## config.mk

```make
export PLATFORM = sky130hd
export DESIGN_NAME = bsr_tap_top
export DESIGN_NICKNAME = d
export VERILOG_FILES = /design/src/design/bsr_tap_top.v /design/src/design/bsr_scan_cell.v
export VERILOG_INCLUDE_DIRS = /design/src /design/src/design
export SDC_FILE = /design/constraint.sdc
export NUM_CORES = 1
export LEC_CHECK = 0
export ABC_CLOCK_PERIOD_IN_PS = 12700
export BUFFER_PORTS_ARGS = -buffer_cell sky130_fd_sc_hd__buf_2
export CORE_UTILIZATION = 50
export DETAILED_ROUTE_END_ITERATION = 8
export PLACE_DENSITY = 0.71
export SLEW_MARGIN = 20
export SYNTH_ARGS = -nofsm -noshare
export SYNTH_HDL_FRONTEND = slang
export SYNTH_SLANG_ARGS = --single-unit
```

## constraint.sdc

```tcl
create_clock -name CLK_SYS_I -period 12.7 [get_ports CLK_SYS_I]
set_clock_uncertainty 0.2 [all_clocks]
set_input_delay 1.905 -clock CLK_SYS_I [delete_from_list [all_inputs] [get_ports CLK_SYS_I]]
set_output_delay 1.905 -clock CLK_SYS_I [all_outputs]
set_load 0.01 [all_outputs]
```

## src/design/bsr_defs.vh

```
// Purpose : Shared constants of the boundary-scan test port
// Assumes : Included by bare name from the design files
// Notes   : Definitions only; guarded against double inclusion
`ifndef BSR_DEFS_VH
`define BSR_DEFS_VH

// ****************************************************************
// Instruction register
// ****************************************************************
`define BSR_IR_W            6
`define BSR_OP_EXTEST       6'h00
`define BSR_OP_SAMPLE       6'h01
`define BSR_OP_IDCODE       6'h02
`define BSR_OP_ALL_FLOAT    6'h03
`define BSR_OP_CLAMP        6'h3e
`define BSR_OP_BYPASS       6'h3f
`define BSR_IR_CAPTURE_PAT  6'h2d

// ****************************************************************
// Controller state codes
// ****************************************************************
`define BSR_ST_W            4
`define BSR_ST_RESET        4'h0
`define BSR_ST_IDLE         4'h1
`define BSR_ST_SEL_DR       4'h2
`define BSR_ST_CAP_DR       4'h3
`define BSR_ST_SHIFT_DR     4'h4
`define BSR_ST_EXIT1_DR     4'h5
`define BSR_ST_PAUSE_DR     4'h6
`define BSR_ST_EXIT2_DR     4'h7
`define BSR_ST_UPD_DR       4'h8
`define BSR_ST_SEL_IR       4'h9
`define BSR_ST_CAP_IR       4'ha
`define BSR_ST_SHIFT_IR     4'hb
`define BSR_ST_EXIT1_IR     4'hc
`define BSR_ST_PAUSE_IR     4'hd
`define BSR_ST_EXIT2_IR     4'he
`define BSR_ST_UPD_IR       4'hf

// ****************************************************************
// Reset and capture values and data register widths
// ****************************************************************
`define BSR_ID_W            32
`define BSR_RST_BYPASS      1'h0
`define BSR_BYPASS_CAPTURE  1'h0

`endif

```

## src/design/bsr_tap_top.v

```verilog
// Purpose : Boundary-scan test port with instruction, bypass, ID and scan registers
// Assumes : Test pins are sampled by CLK_SYS_I, which runs far above the test clock
// Notes   : Test-clock edges are found after a two-stage synchroniser
`timescale 1ns/100ps
`default_nettype none
`include "bsr_defs.vh"

module bsr_tap_top #(
  parameter NUM_IN  = 4,            // Observe-only input pins
  parameter NUM_OUT = 4,            // Output-only pins
  parameter NUM_BID = 4,            // Bidirectional pins
  parameter [`BSR_ID_W-1:0] DEV_ID = 32'h00000001 // Arbitrary value, LSB must be 1
) (
  input  wire               CLK_SYS_I,
  input  wire               SYS_RST_I,
  input  wire               CE_I,
  input  wire               TCK_I,
  input  wire               TMS_I,
  input  wire               TDI_I,
  input  wire               TRST_N_I,
  output reg                TDO_O,
  output reg                TDO_OE_N_O,
  input  wire [NUM_IN-1:0]  IN_PAD_I,
  input  wire [NUM_OUT-1:0] CORE_OUT_I,
  input  wire [NUM_OUT-1:0] CORE_OUT_OE_I,
  output reg  [NUM_OUT-1:0] OUT_PAD_O,
  output reg  [NUM_OUT-1:0] OUT_PAD_OE_N_O,
  input  wire [NUM_BID-1:0] BID_PAD_I,
  input  wire [NUM_BID-1:0] CORE_BID_OUT_I,
  input  wire [NUM_BID-1:0] CORE_BID_OE_I,
  output reg  [NUM_BID-1:0] BID_PAD_O,
  output reg  [NUM_BID-1:0] BID_PAD_OE_N_O
);

  // Chain layout, index 0 sits next to TDO
  localparam O_DAT = NUM_IN;
  localparam O_ENA = NUM_IN + NUM_OUT;
  localparam B_ENA = NUM_IN + 2 * NUM_OUT;
  localparam B_CAP = NUM_IN + 2 * NUM_OUT + NUM_BID;
  localparam CHAIN = NUM_IN + 2 * NUM_OUT + 2 * NUM_BID;

  // ****************************************************************
  // Pin synchronisers (first stage read only by the second)
  // ****************************************************************
  reg [3:0]         pin_s1_ff;     // TCK, TMS, TDI, TRST_N first stage
  reg [3:0]         pin_s2_ff;     // Second stage, safe to use
  reg               tck_d_ff;      // Delayed TCK for edge finding
  reg [NUM_IN-1:0]  in_s1_ff;      // Input pad first stage
  reg [NUM_IN-1:0]  in_s2_ff;      // Input pad usable value
  reg [NUM_BID-1:0] bid_s1_ff;     // Bidir pad first stage
  reg [NUM_BID-1:0] bid_s2_ff;     // Bidir pad usable value

  always @(posedge CLK_SYS_I or posedge SYS_RST_I)
  begin
    if (SYS_RST_I)
    begin
      pin_s1_ff <= 4'h1;
      pin_s2_ff <= 4'h1;
      tck_d_ff  <= 1'h0;
      in_s1_ff  <= {NUM_IN{1'b0}};
      in_s2_ff  <= {NUM_IN{1'b0}};
      bid_s1_ff <= {NUM_BID{1'b0}};
      bid_s2_ff <= {NUM_BID{1'b0}};
    end
    else if (CE_I)
    begin
      pin_s1_ff <= {TCK_I, TMS_I, TDI_I, TRST_N_I};
      pin_s2_ff <= pin_s1_ff;
      tck_d_ff  <= pin_s2_ff[3];
      in_s1_ff  <= IN_PAD_I;
      in_s2_ff  <= in_s1_ff;
      bid_s1_ff <= BID_PAD_I;
      bid_s2_ff <= bid_s1_ff;
    end
  end

  wire tck_rise = pin_s2_ff[3] & ~tck_d_ff;  // One-cycle rising strobe
  wire tck_fall = ~pin_s2_ff[3] & tck_d_ff;  // One-cycle falling strobe
  wire tms_s    = pin_s2_ff[2];
  wire tdi_s    = pin_s2_ff[1];
  wire trst_n_s = pin_s2_ff[0];

  // ****************************************************************
  // Controller state machine
  // ****************************************************************
  reg [`BSR_ST_W-1:0] st_ff;       // Current controller state
  reg [`BSR_ST_W-1:0] nxt_st;      // Next state on rising edge

  always @*
  begin
    case (st_ff)
      `BSR_ST_RESET:    nxt_st = tms_s ? `BSR_ST_RESET   : `BSR_ST_IDLE;
      `BSR_ST_IDLE:     nxt_st = tms_s ? `BSR_ST_SEL_DR  : `BSR_ST_IDLE;
      `BSR_ST_SEL_DR:   nxt_st = tms_s ? `BSR_ST_SEL_IR  : `BSR_ST_CAP_DR;
      `BSR_ST_CAP_DR:   nxt_st = tms_s ? `BSR_ST_EXIT1_DR : `BSR_ST_SHIFT_DR;
      `BSR_ST_SHIFT_DR: nxt_st = tms_s ? `BSR_ST_EXIT1_DR : `BSR_ST_SHIFT_DR;
      `BSR_ST_EXIT1_DR: nxt_st = tms_s ? `BSR_ST_UPD_DR  : `BSR_ST_PAUSE_DR;
      `BSR_ST_PAUSE_DR: nxt_st = tms_s ? `BSR_ST_EXIT2_DR : `BSR_ST_PAUSE_DR;
      `BSR_ST_EXIT2_DR: nxt_st = tms_s ? `BSR_ST_UPD_DR  : `BSR_ST_SHIFT_DR;
      `BSR_ST_UPD_DR:   nxt_st = tms_s ? `BSR_ST_SEL_DR  : `BSR_ST_IDLE;
      `BSR_ST_SEL_IR:   nxt_st = tms_s ? `BSR_ST_RESET   : `BSR_ST_CAP_IR;
      `BSR_ST_CAP_IR:   nxt_st = tms_s ? `BSR_ST_EXIT1_IR : `BSR_ST_SHIFT_IR;
      `BSR_ST_SHIFT_IR: nxt_st = tms_s ? `BSR_ST_EXIT1_IR : `BSR_ST_SHIFT_IR;
      `BSR_ST_EXIT1_IR: nxt_st = tms_s ? `BSR_ST_UPD_IR  : `BSR_ST_PAUSE_IR;
      `BSR_ST_PAUSE_IR: nxt_st = tms_s ? `BSR_ST_EXIT2_IR : `BSR_ST_PAUSE_IR;
      `BSR_ST_EXIT2_IR: nxt_st = tms_s ? `BSR_ST_UPD_IR  : `BSR_ST_SHIFT_IR;
      `BSR_ST_UPD_IR:   nxt_st = tms_s ? `BSR_ST_SEL_DR  : `BSR_ST_IDLE;
      default:          nxt_st = `BSR_ST_RESET;
    endcase
  end

  // Five TMS ones reach reset from any state through the table above
  always @(posedge CLK_SYS_I or posedge SYS_RST_I)
  begin
    if (SYS_RST_I)
      st_ff <= `BSR_ST_RESET;
    else if (CE_I)
    begin
      if (!trst_n_s)
        st_ff <= `BSR_ST_RESET;
      else if (tck_rise)
        st_ff <= nxt_st;
    end
  end

  wire in_shdr = (st_ff == `BSR_ST_SHIFT_DR);
  wire in_shir = (st_ff == `BSR_ST_SHIFT_IR);
  wire cap_dr  = tck_rise & (st_ff == `BSR_ST_CAP_DR);
  wire sh_dr   = tck_rise & in_shdr;

  // ****************************************************************
  // Instruction register: shift stage and current instruction
  // ****************************************************************
  reg [`BSR_IR_W-1:0] ir_sr_ff;    // Shift stage
  reg [`BSR_IR_W-1:0] ir_cur_ff;   // Instruction in effect

  always @(posedge CLK_SYS_I or posedge SYS_RST_I)
  begin
    if (SYS_RST_I)
    begin
      ir_sr_ff  <= `BSR_OP_IDCODE;
      ir_cur_ff <= `BSR_OP_IDCODE;
    end
    else if (CE_I)
    begin
      if (!trst_n_s || st_ff == `BSR_ST_RESET)
        ir_cur_ff <= `BSR_OP_IDCODE;
      else if (tck_fall && st_ff == `BSR_ST_UPD_IR)
        ir_cur_ff <= ir_sr_ff;
      if (tck_rise && st_ff == `BSR_ST_CAP_IR)
        ir_sr_ff <= `BSR_IR_CAPTURE_PAT;
      else if (tck_rise && in_shir)
        ir_sr_ff <= {tdi_s, ir_sr_ff[`BSR_IR_W-1:1]};
    end
  end

  // Opcode decode; reserved codes fall back to the bypass path
  wire op_extest = (ir_cur_ff == `BSR_OP_EXTEST);
  wire op_sample = (ir_cur_ff == `BSR_OP_SAMPLE);
  wire op_id     = (ir_cur_ff == `BSR_OP_IDCODE);
  wire op_float  = (ir_cur_ff == `BSR_OP_ALL_FLOAT);
  wire op_clamp  = (ir_cur_ff == `BSR_OP_CLAMP);
  wire sel_bsr   = op_extest | op_sample;
  wire pins_held = op_extest | op_clamp;

  // ****************************************************************
  // Bypass and device ID registers
  // ****************************************************************
  reg                 byp_ff;      // Single-bit bypass
  reg [`BSR_ID_W-1:0] id_ff;       // Identification shift register

  always @(posedge CLK_SYS_I or posedge SYS_RST_I)
  begin
    if (SYS_RST_I)
    begin
      byp_ff <= `BSR_RST_BYPASS;
      id_ff  <= {`BSR_ID_W{1'b0}};
    end
    else if (CE_I)
    begin
      // The ID register moves only when selected; bypass captures on every capture-DR
      if (cap_dr)
        byp_ff <= `BSR_BYPASS_CAPTURE;
      else if (sh_dr && !sel_bsr && !op_id)
        byp_ff <= tdi_s;
      if (cap_dr && op_id)
        id_ff <= DEV_ID;
      else if (sh_dr && op_id)
        id_ff <= {tdi_s, id_ff[`BSR_ID_W-1:1]};
    end
  end

  // ****************************************************************
  // Boundary-scan chain
  // ****************************************************************
  wire [CHAIN-1:0]   cap_vec;      // Parallel capture values
  wire [CHAIN-1:0]   so_vec;       // Shift outputs
  wire [CHAIN-1:0]   uo_vec;       // Update latch outputs
  wire [NUM_BID-1:0] bid_cap;      // Muxed bidir capture source
  wire               upd_dr = tck_fall & (st_ff == `BSR_ST_UPD_DR) & sel_bsr;
  genvar k;

  // Bidir capture mux, steered by the core enable unless extest
  generate
    for (k = 0; k < NUM_BID; k = k + 1)
    begin : g_bmux
      assign bid_cap[k] = (CORE_BID_OE_I[k] & ~op_extest) ? CORE_BID_OUT_I[k]
                                                          : bid_s2_ff[k];
    end
  endgenerate

  // Observe cells first, then output/enable control cells, then bidir pairs
  assign cap_vec = {bid_cap, CORE_BID_OE_I, CORE_OUT_OE_I, CORE_OUT_I, in_s2_ff};

  generate
    for (k = 0; k < CHAIN; k = k + 1)
    begin : g_cell
      bsr_scan_cell #(
        .HAS_UPD ((k >= NUM_IN) ? 1 : 0)
      ) u_cell (
        .clk_i   (CLK_SYS_I),
        .rst_i   (SYS_RST_I),
        .ce_i    (CE_I),
        .cap_i   (cap_dr & sel_bsr),
        .shift_i (sh_dr & sel_bsr),
        .upd_i   (upd_dr),
        .si_i    ((k == CHAIN - 1) ? tdi_s : so_vec[(k + 1) % CHAIN]),
        .pi_i    (cap_vec[k]),
        .so_o    (so_vec[k]),
        .uo_o    (uo_vec[k])
      );
    end
  endgenerate

  // ****************************************************************
  // Pad drivers: core values, held latch values, or all floating
  // ****************************************************************
  always @(posedge CLK_SYS_I or posedge SYS_RST_I)
  begin
    if (SYS_RST_I)
    begin
      OUT_PAD_O      <= {NUM_OUT{1'b0}};
      OUT_PAD_OE_N_O <= {NUM_OUT{1'b1}};
      BID_PAD_O      <= {NUM_BID{1'b0}};
      BID_PAD_OE_N_O <= {NUM_BID{1'b1}};
    end
    else if (CE_I)
    begin
      if (op_float)
      begin
        OUT_PAD_O      <= CORE_OUT_I;
        OUT_PAD_OE_N_O <= {NUM_OUT{1'b1}};
        BID_PAD_O      <= CORE_BID_OUT_I;
        BID_PAD_OE_N_O <= {NUM_BID{1'b1}};
      end
      else if (pins_held)
      begin
        // Latch contents reach the pins as soon as the instruction lands
        OUT_PAD_O      <= uo_vec[O_ENA-1:O_DAT];
        OUT_PAD_OE_N_O <= ~uo_vec[B_ENA-1:O_ENA];
        BID_PAD_O      <= uo_vec[CHAIN-1:B_CAP];
        BID_PAD_OE_N_O <= ~uo_vec[B_CAP-1:B_ENA];
      end
      else
      begin
        OUT_PAD_O      <= CORE_OUT_I;
        OUT_PAD_OE_N_O <= ~CORE_OUT_OE_I;
        BID_PAD_O      <= CORE_BID_OUT_I;
        BID_PAD_OE_N_O <= ~CORE_BID_OE_I;
      end
    end
  end

  // ****************************************************************
  // Serial output: selected register LSB, moved on the falling edge
  // ****************************************************************
  reg nxt_tdo;

  always @*
  begin
    if (in_shir)
      nxt_tdo = ir_sr_ff[0];
    else if (sel_bsr)
      nxt_tdo = so_vec[0];
    else if (op_id)
      nxt_tdo = id_ff[0];
    else
      nxt_tdo = byp_ff;
  end

  always @(posedge CLK_SYS_I or posedge SYS_RST_I)
  begin
    if (SYS_RST_I)
    begin
      TDO_O      <= 1'h0;
      TDO_OE_N_O <= 1'h1;
    end
    else if (CE_I && tck_fall)
    begin
      TDO_O      <= nxt_tdo;
      TDO_OE_N_O <= ~(in_shdr | in_shir);
    end
  end

endmodule

`default_nettype wire

```

## src/design/bsr_scan_cell.v

```verilog
// Purpose : One boundary-scan cell: capture/shift stage plus optional update latch
// Assumes : Strobes are one system-clock pulses derived from test-clock edges
// Notes   : Observe-only cells are built with HAS_UPD = 0
`timescale 1ns/100ps
`default_nettype none

module bsr_scan_cell #(
  parameter HAS_UPD = 1
) (
  input  wire clk_i,
  input  wire rst_i,
  input  wire ce_i,
  input  wire cap_i,
  input  wire shift_i,
  input  wire upd_i,
  input  wire si_i,
  input  wire pi_i,
  output wire so_o,
  output wire uo_o
);

  reg sr_ff;  // Capture/shift stage
  reg up_ff;  // Update latch, falls-edge loaded

  // ****************************************************************
  // Capture and shift on the rising test-clock strobe
  // ****************************************************************
  always @(posedge clk_i or posedge rst_i)
  begin
    if (rst_i)
      sr_ff <= 1'h0;
    else if (ce_i)
    begin
      if (cap_i)
        sr_ff <= pi_i;
      else if (shift_i)
        sr_ff <= si_i;
    end
  end

  // ****************************************************************
  // Update stage only where the cell may drive something
  // ****************************************************************
  generate
    if (HAS_UPD != 0)
    begin : g_upd
      // Loaded on the falling strobe so skew cannot corrupt captured data
      always @(posedge clk_i or posedge rst_i)
      begin
        if (rst_i)
          up_ff <= 1'h0;
        else if (ce_i && upd_i)
          up_ff <= sr_ff;
      end
    end
    else
    begin : g_obs
      // Sample-only: nothing can reach the pin or the core, latch stays zero
      always @(posedge clk_i or posedge rst_i)
      begin
        if (rst_i)
          up_ff <= 1'h0;
        else
          up_ff <= 1'h0;
      end
    end
  endgenerate

  assign so_o = sr_ff;
  assign uo_o = up_ff;

endmodule

`default_nettype wire

```

==> results.json, run 1 <==
{
  "status": "finished clean",
  "antenna_cells": 0,
  "setup_tns_ps": 0,
  "port_buffers": 48,
  "antenna_found_initial": 0,
  "nets": 598,
  "rsz0062_at_grt": "false",
  "setup_ws_ps": 8640,
  "rows": 38,
  "worstRegToRegCells": 6,
  "cts.clk_slew.worst_paths_ps": 50,
  "crit_path_start_kind": "primary input",
  "irDropWorstVdd_v": 0.0000973,
  "fmaxAchievable_mhz": 246,
  "cap_violations": 0,
  "worst_slew_pin_slew_ps": 900,
  "dp_slack_ps": 7780,
  "ios": 49,
  "worstReg2RegEnd": "g_cell[16].u_cell.so_o$_DFFE_PP0P_",
  "drive_gt1_share_pct": 24.5,
  "die_h_um": 108,
  "ctsResizeCount": 0,
  "syn_to_final_growth_pct": 15.2,
  "hp-start": "id_ff[30]$_DFFE_PP0P_",
  "via_per_inst": 5.54,
  "crit_fanout": 64,
  "postCtsHoldBufs": 0,
  "finalWirelength_um": 11000,
  "cp_slowest_cell": "nand4b_4",
  "clockBufferDepth": 2,
  "synth_edf_count": 0,
  "worstSetupPathType": "primary input to register",
  "setup_viol": 0,
  "worst-path-buf-inv": 2,
  "die_x_um": 108,
  "ys_seq_elements": 128,
  "clock-root-buffer": "clkbuf_8",
  "finalCritPeriodShare_pct": 32.0,
  "hold_viol": 0,
  "avgRoutedWirePerCell_um": 15.3,
  "gp_congestion": 0.840,
  "firstDrtPassIters": 4,
  "initial_core_util_pct": 51.8,
  "grt_pass1_wl_um": 18500,
  "syn_inst": 534,
  "cts_made_buffers": 17,
  "drtIter0Drc": 263,
  "postCtsSetupBuffers": 0,
  "core-area_mm2": 0.0109,
  "ant_nets": 0,
  "grt_pass1_vias": 3774,
  "via_count": 3982,
  "clock_latency_ps": 510,
  "grt_max_degree": 74,
  "syn-cell-area_mm2": 0.00564,
  "yosysWarnings": 0,
  "whs_ps": 280,
  "path_cells": "buf_2, buf_4, nand3b_1, a211oi_4, nand4b_4, o21ai_0",
  "end_kind": "register",
  "syn_avg_cell_area_um2": 10.6,
  "async_reset_ff_share_pct": 100,
  "synth_flop_cell": "dfrtp_1",
  "final_core_util_pct": 59.6,
  "hold_depth": 2,
  "groute.usage.overall_pct": 20.8,
  "cp.required_ps": 12900,
  "htree_num_levels": 4,
  "dp_hpwl_um": 6970,
  "seq_area_frac_synth_pct": 57.1,
  "fill_cells": 869,
  "slowest_delay_ps": 640,
  "slew_violations": 0,
  "synthDistinctLibCells": 43,
  "slew_headroom_pct": 40.0,
  "leakage_nw": 2.77,
  "hold_path.class": "register to register",
  "worst-r2r-setup-slack_ps": 9790,
  "cts_tree": "built",
  "place_inst": 688,
  "layout_commonest_cell": "dfrtp_1",
  "crit_arrival_ps": 4270,
  "power_density_mw_per_mm2": 150,
  "clkSinkCount": 128,
  "hold_end": "id_ff[30]$_DFFE_PP0P_",
  "min_period_ps": 4060,
  "final_cell_mix": "115 x dfrtp_1, 98 x nand2_1, 56 x o21ai_0",
  "final_cells": 719,
  "path_delay_family": "simple AND/OR/NAND/NOR gates",
  "drc": 0,
  "syn-num-nets": 565,
  "die-area_mm2": 0.0117,
  "r2r_start": "st_ff[3]$_DFFE_PP0P_",
  "globalRoute.totalOverflow": 0
}
-- worst max-delay path by stage --
stage,startpoint,end,slack (ps),depth (start not counted)
2_1_floorplan,SYS_RST_I,BID_PAD_O[0]$_DFFE_PP0P_,7200,1
3_3_place_gp,CE_I,g_cell[16].u_cell.so_o$_DFFE_PP0P_,7930,7
3_5_place_dp,CE_I,g_cell[16].u_cell.so_o$_DFFE_PP0P_,7780,7
4_1_cts,CE_I,g_cell[16].u_cell.so_o$_DFFE_PP0P_,8350,7
5_1_grt,CE_I,id_ff[28]$_DFFE_PP0P_,8360,7
6_report,CE_I,id_ff[8]$_DFFE_PP0P_,8640,6
-- cells in the mapped netlist (2+ instances only) --
master,count,area [µm²]
dfstp_2,13,342
and3b_1,2,17.5
buf_2,7,35.0
mux2_2,44,495
nand3_1,10,50.1
nor3_1,6,30.0
dfrtp_1,115,2880
o22a_1,4,35.0
nand3b_1,2,15.0
a211oi_1,2,15.0
clkbuf_1,24,90.1
buf_1,2,7.51
a22oi_1,5,37.5
and3_1,2,12.5
nand2b_1,4,25.0
buf_4,3,22.5
a22o_1,5,43.8
a21oi_1,22,110
a21boi_0,7,52.6
o221ai_1,2,17.5
nor2_1,26,97.6
o22ai_1,19,119
o21ai_1,6,30.0
a31oi_1,7,43.8
mux2i_1,13,130
inv_1,9,33.8
nor2b_1,5,31.3
o21ai_0,56,280
nand2_1,98,368
-- area by class of cell --
cell class                 instances  area (µm²)  area share, %
timing repair buffer              51         263           4.05
clock inverter                     6         109           1.68
sequential                       128        3220           49.6
tap                              140         175           2.70
clock buffer                      25         454           7.00
multi-input combinational        360        2230           34.4
inverter                           9        36.3          0.559
-- through the flow --
stage | area [µm²] | power [W]
5_1_grt | 6490 | 0.00101
2_1_floorplan | 5640 | 0.000488
4_1_cts | 6480 | 0.000983
6_report | 6490 | 0.000971
3_3_place_gp | 5910 | 0.000509
3_5_place_dp | 5910 | 0.000511
-- power breakdown --
group	switching, W	internal [W]	leakage (nW)	total [W]
Combinational	0.0000338	0.0000274	0.841	0.0000612
Clock	0.000164	0.000303	0.274	0.000467
Sequential	0.0000158	0.000427	1.66	0.000443
Total	0.000214	0.000757	2.77	0.000971
-- sequential cells by signal, indices dropped and copies added, names as in the netlist --
register	count
ir_cur_ff	6
BID_PAD_OE_N_O	4
id_ff	32
TDO_OE_N_O	1
g_cell.u_cell.uo_o	16
OUT_PAD_OE_N_O	4
pin_s2_ff	4
TDO_O	1
in_s1_ff	4
ir_sr_ff	6
OUT_PAD_O	4
pin_s1_ff	4
st_ff	4
byp_ff	1
g_cell.u_cell.so_o	20
in_s2_ff	4
BID_PAD_O	4
bid_s2_ff	4
tck_d_ff	1
bid_s1_ff	4
-- metal layers --
| metal | routed length (µm) | up-vias | GRT usage [%] |
|---|---|---|---|
| li1 | - | 1943 | - |
| met1 | 5230 | 1945 | 27.9 |
| met2 | 5230 | 82 | 31.7 |
| met3 | 376 | 12 | 5.55 |
| met4 | 131 | 0 | 9.69 |
| met5 | 0 | - | 0 |
-- cells by family after synthesis --
family / after synthesis / synth area share, %
mux: 57 / 11.1
compound gates: 141 / 15.2
buf+inv: 46 / 3.55
simple gates: 162 / 13.1
flops: 128 / 57.1
-- worst register-to-register path: stages, from the launching register on --
cell     delay, ps
dfrtp_1        610
nor4b_2        560
nand3_4        550
nor2_1         280
buf_4          280
a22oi_1        120
o21ai_0        200
Power figures use the tool's default switching activity.
==> run 2, diff against run 1 <==
--- a/config.mk
+++ b/config.mk
@@ -6,11 +6,11 @@
 export SDC_FILE = /design/constraint.sdc
 export NUM_CORES = 1
 export LEC_CHECK = 0
-export ABC_CLOCK_PERIOD_IN_PS = 12700
+export ABC_CLOCK_PERIOD_IN_PS = 3500
 export BUFFER_PORTS_ARGS = -buffer_cell sky130_fd_sc_hd__buf_2
 export CORE_UTILIZATION = 50
 export DETAILED_ROUTE_END_ITERATION = 8
-export PLACE_DENSITY = 0.71
+export PLACE_DENSITY = 0.73
 export SLEW_MARGIN = 20
 export SYNTH_ARGS = -nofsm -noshare
 export SYNTH_HDL_FRONTEND = slang
==> constraint.sdc (replaced) <==
create_clock -name CLK_SYS_I -period 3.5 [get_ports CLK_SYS_I]
set_clock_uncertainty 0.2 [all_clocks]
set_input_delay 0.525 -clock CLK_SYS_I [delete_from_list [all_inputs] [get_ports CLK_SYS_I]]
set_output_delay 0.525 -clock CLK_SYS_I [all_outputs]
set_load 0.01 [all_outputs]
==> run 2 against run 1 <==
Against the previous run:
- global-route usage grew 0.82 points
- count of clock-buffer cells in the layout shrank 6
- clock power grew to 3.6 times the previous value
- flip-flop and latch count is the same
- via count grew 2.8%
- die area is the same
- sequential power grew to 3.6 times the previous value
- sequential share of layout area shrank 0.52 points
- largest cell class unchanged
- largest power group unchanged
==> results.json, run 2 (synthesis gave the netlist of run 1 again) <==
{
  "cap_violations": 0,
  "place_inst": 692,
  "clockBufferDepth": 2,
  "port_buffers": 48,
  "worst_slew_pin_slew_ps": 724,
  "antenna_found_initial": 1,
  "gp_congestion": 0.847,
  "fmaxAchievable_mhz": 359,
  "via_count": 4093,
  "drc": 0,
  "cp_slowest_cell": "dfrtp_1",
  "comb_power_share_pct": 6.4,
  "rsz0062_at_grt": "false",
  "final_cell_mix": "115 x dfrtp_1, 98 x nand2_1, 56 x o21ai_0",
  "ant_nets": 0,
  "grt_max_degree": 129,
  "globalRoute.totalOverflow": 0,
  "irDropWorstVdd_v": 0.000327,
  "finalWirelength_um": 11400,
  "die_h_um": 108,
  "syn_to_final_growth_pct": 16.4,
  "fill_cells": 871,
  "power_density_mw_per_mm2": 535,
  "swShare_pct": 23.6,
  "antenna_cells": 0,
  "worstRegToRegCells": 5,
  "seqPwrFrac_pct": 45.9,
  "cts.clk_slew.worst_paths_ps": 60,
  "hold_path.class": "primary input to async pin",
  "dp_hpwl_um": 7030,
  "htree_num_levels": 4,
  "switching_power_w": 0.000827,
  "rows": 38,
  "grt_pass1_vias": 4112,
  "final_core_util_pct": 60.2,
  "finalCritPeriodShare_pct": 79.5,
  "setup_tns_ps": 0,
  "die_x_um": 108,
  "path_cells": "or3b_1, a211oi_4, nand4b_4, nand2_1, o21ai_0",
  "firstDrtPassIters": 4,
  "clock_latency_ps": 520,
  "via_per_inst": 5.63,
  "status": "finished clean",
  "cts_tree": "built",
  "postCtsSetupBuffers": 0,
  "nets": 605,
  "cp.required_ps": 3670,
  "worstSetupPathType": "register to register",
  "min_period_ps": 2780,
  "grt_pass1_wl_um": 19500,
  "crit_fanout": 64,
  "leakage_nw": 2.81,
  "crit_arrival_ps": 2950,
  "slew_headroom_pct": 51.3,
  "clkSinkCount": 128,
  "clock-root-buffer": "clkbuf_8",
  "power.internal_w": 0.00268,
  "setup_viol": 0,
  "end_kind": "register",
  "slew_violations": 0,
  "power_frac_clock_pct": 47.7,
  "ios": 49,
  "die-area_mm2": 0.0117,
  "top_register": "id_ff",
  "slowest_delay_ps": 610,
  "drive_gt1_share_pct": 25.9,
  "core-area_mm2": 0.0109,
  "avgRoutedWirePerCell_um": 15.7,
  "groute.usage.overall_pct": 21.7,
  "crit_path_start_kind": "register",
  "drtIter0Drc": 214,
  "layout_commonest_cell": "dfrtp_1",
  "final_cells": 727,
  "hold_viol": 0,
  "largest_reg_flops": 32,
  "cts_made_buffers": 17,
  "initial_core_util_pct": 51.8
}
run 2: routing by layer:
metal | vias up | share of wire (%) | track usage [%]
li1 | 1947 | - | -
met1 | 2038 | 46 | 28.5
met2 | 83 | 48 | 33.3
met3 | 25 | 3.8 | 5.67
met4 | 0 | 2.7 | 10.6
met5 | - | 0 | 0
run 2: worst paths after layout:
| path | from | to | slack, ps |
|---|---|---|---|
| max | st_ff[0]$_DFFE_PP0P_ | id_ff[15]$_DFFE_PP0P_ | 720 |
| min | SYS_RST_I | in_s1_ff[1]$_DFFE_PP0P_ | 0.7 |
| max reg2reg | st_ff[0]$_DFFE_PP0P_ | id_ff[15]$_DFFE_PP0P_ | 720 |
| min reg2reg | id_ff[9]$_DFFE_PP0P_ | id_ff[9]$_DFFE_PP0P_ | 270 |
| max in group asynchronous | SYS_RST_I | id_ff[23]$_DFFE_PP0P_ | 2620 |
| min in group CLK_SYS_I | CORE_BID_OE_I[1] | BID_PAD_OE_N_O[1]$_DFFE_PP1P_ | 20 |
run 2: repair_timing:
action / CTS / global route
hold buffers: 3 / 0
endpoints found under the hold margin: 3 / 0
gates resized for setup: 0 / 0
run 2: layout make-up:
cell class                 count  area (µm²)  area share (%)
clock buffer                  19         432            6.58
clock inverter                13         139            2.12
inverter                       9        37.5           0.572
multi-input combinational    360        2220            33.9
sequential                   128        3220            49.1
tap                          140         175            2.67
timing repair buffer          58         335            5.11
run 2: through the flow:
step / total power [W] / hold WS (ps) / instance area, µm² / setup WS, ps
after global placement: 0.00185 / 261 / 5960 / 854
after floorplan: 0.00177 / 249 / 5640 / 1200
after global routing: 0.00364 / 17.4 / 6560 / 484
after CTS: 0.00355 / 6.22 / 6560 / 717
after detailed placement: 0.00186 / 270 / 5960 / 761
final: 0.00351 / 0.730 / 6560 / 716
run 2: power by group through the flow:
stage | clock, W | combinational [W] | sequential [W]
2_1_floorplan | 0 | 0.000154 | 0.00162
3_3_place_gp | 0 | 0.000219 | 0.00163
3_5_place_dp | 0 | 0.000225 | 0.00164
4_1_cts | 0.00171 | 0.000228 | 0.00161
5_1_grt | 0.00177 | 0.000253 | 0.00162
6_report | 0.00167 | 0.000225 | 0.00161
run 2: critical path: cells and delay by family, from the launching register on:
kind	cells	cell delay, ps
AO/OA/AOI/OAI	2	460
flip-flops	1	610
AND/OR/NAND/NOR	3	1360
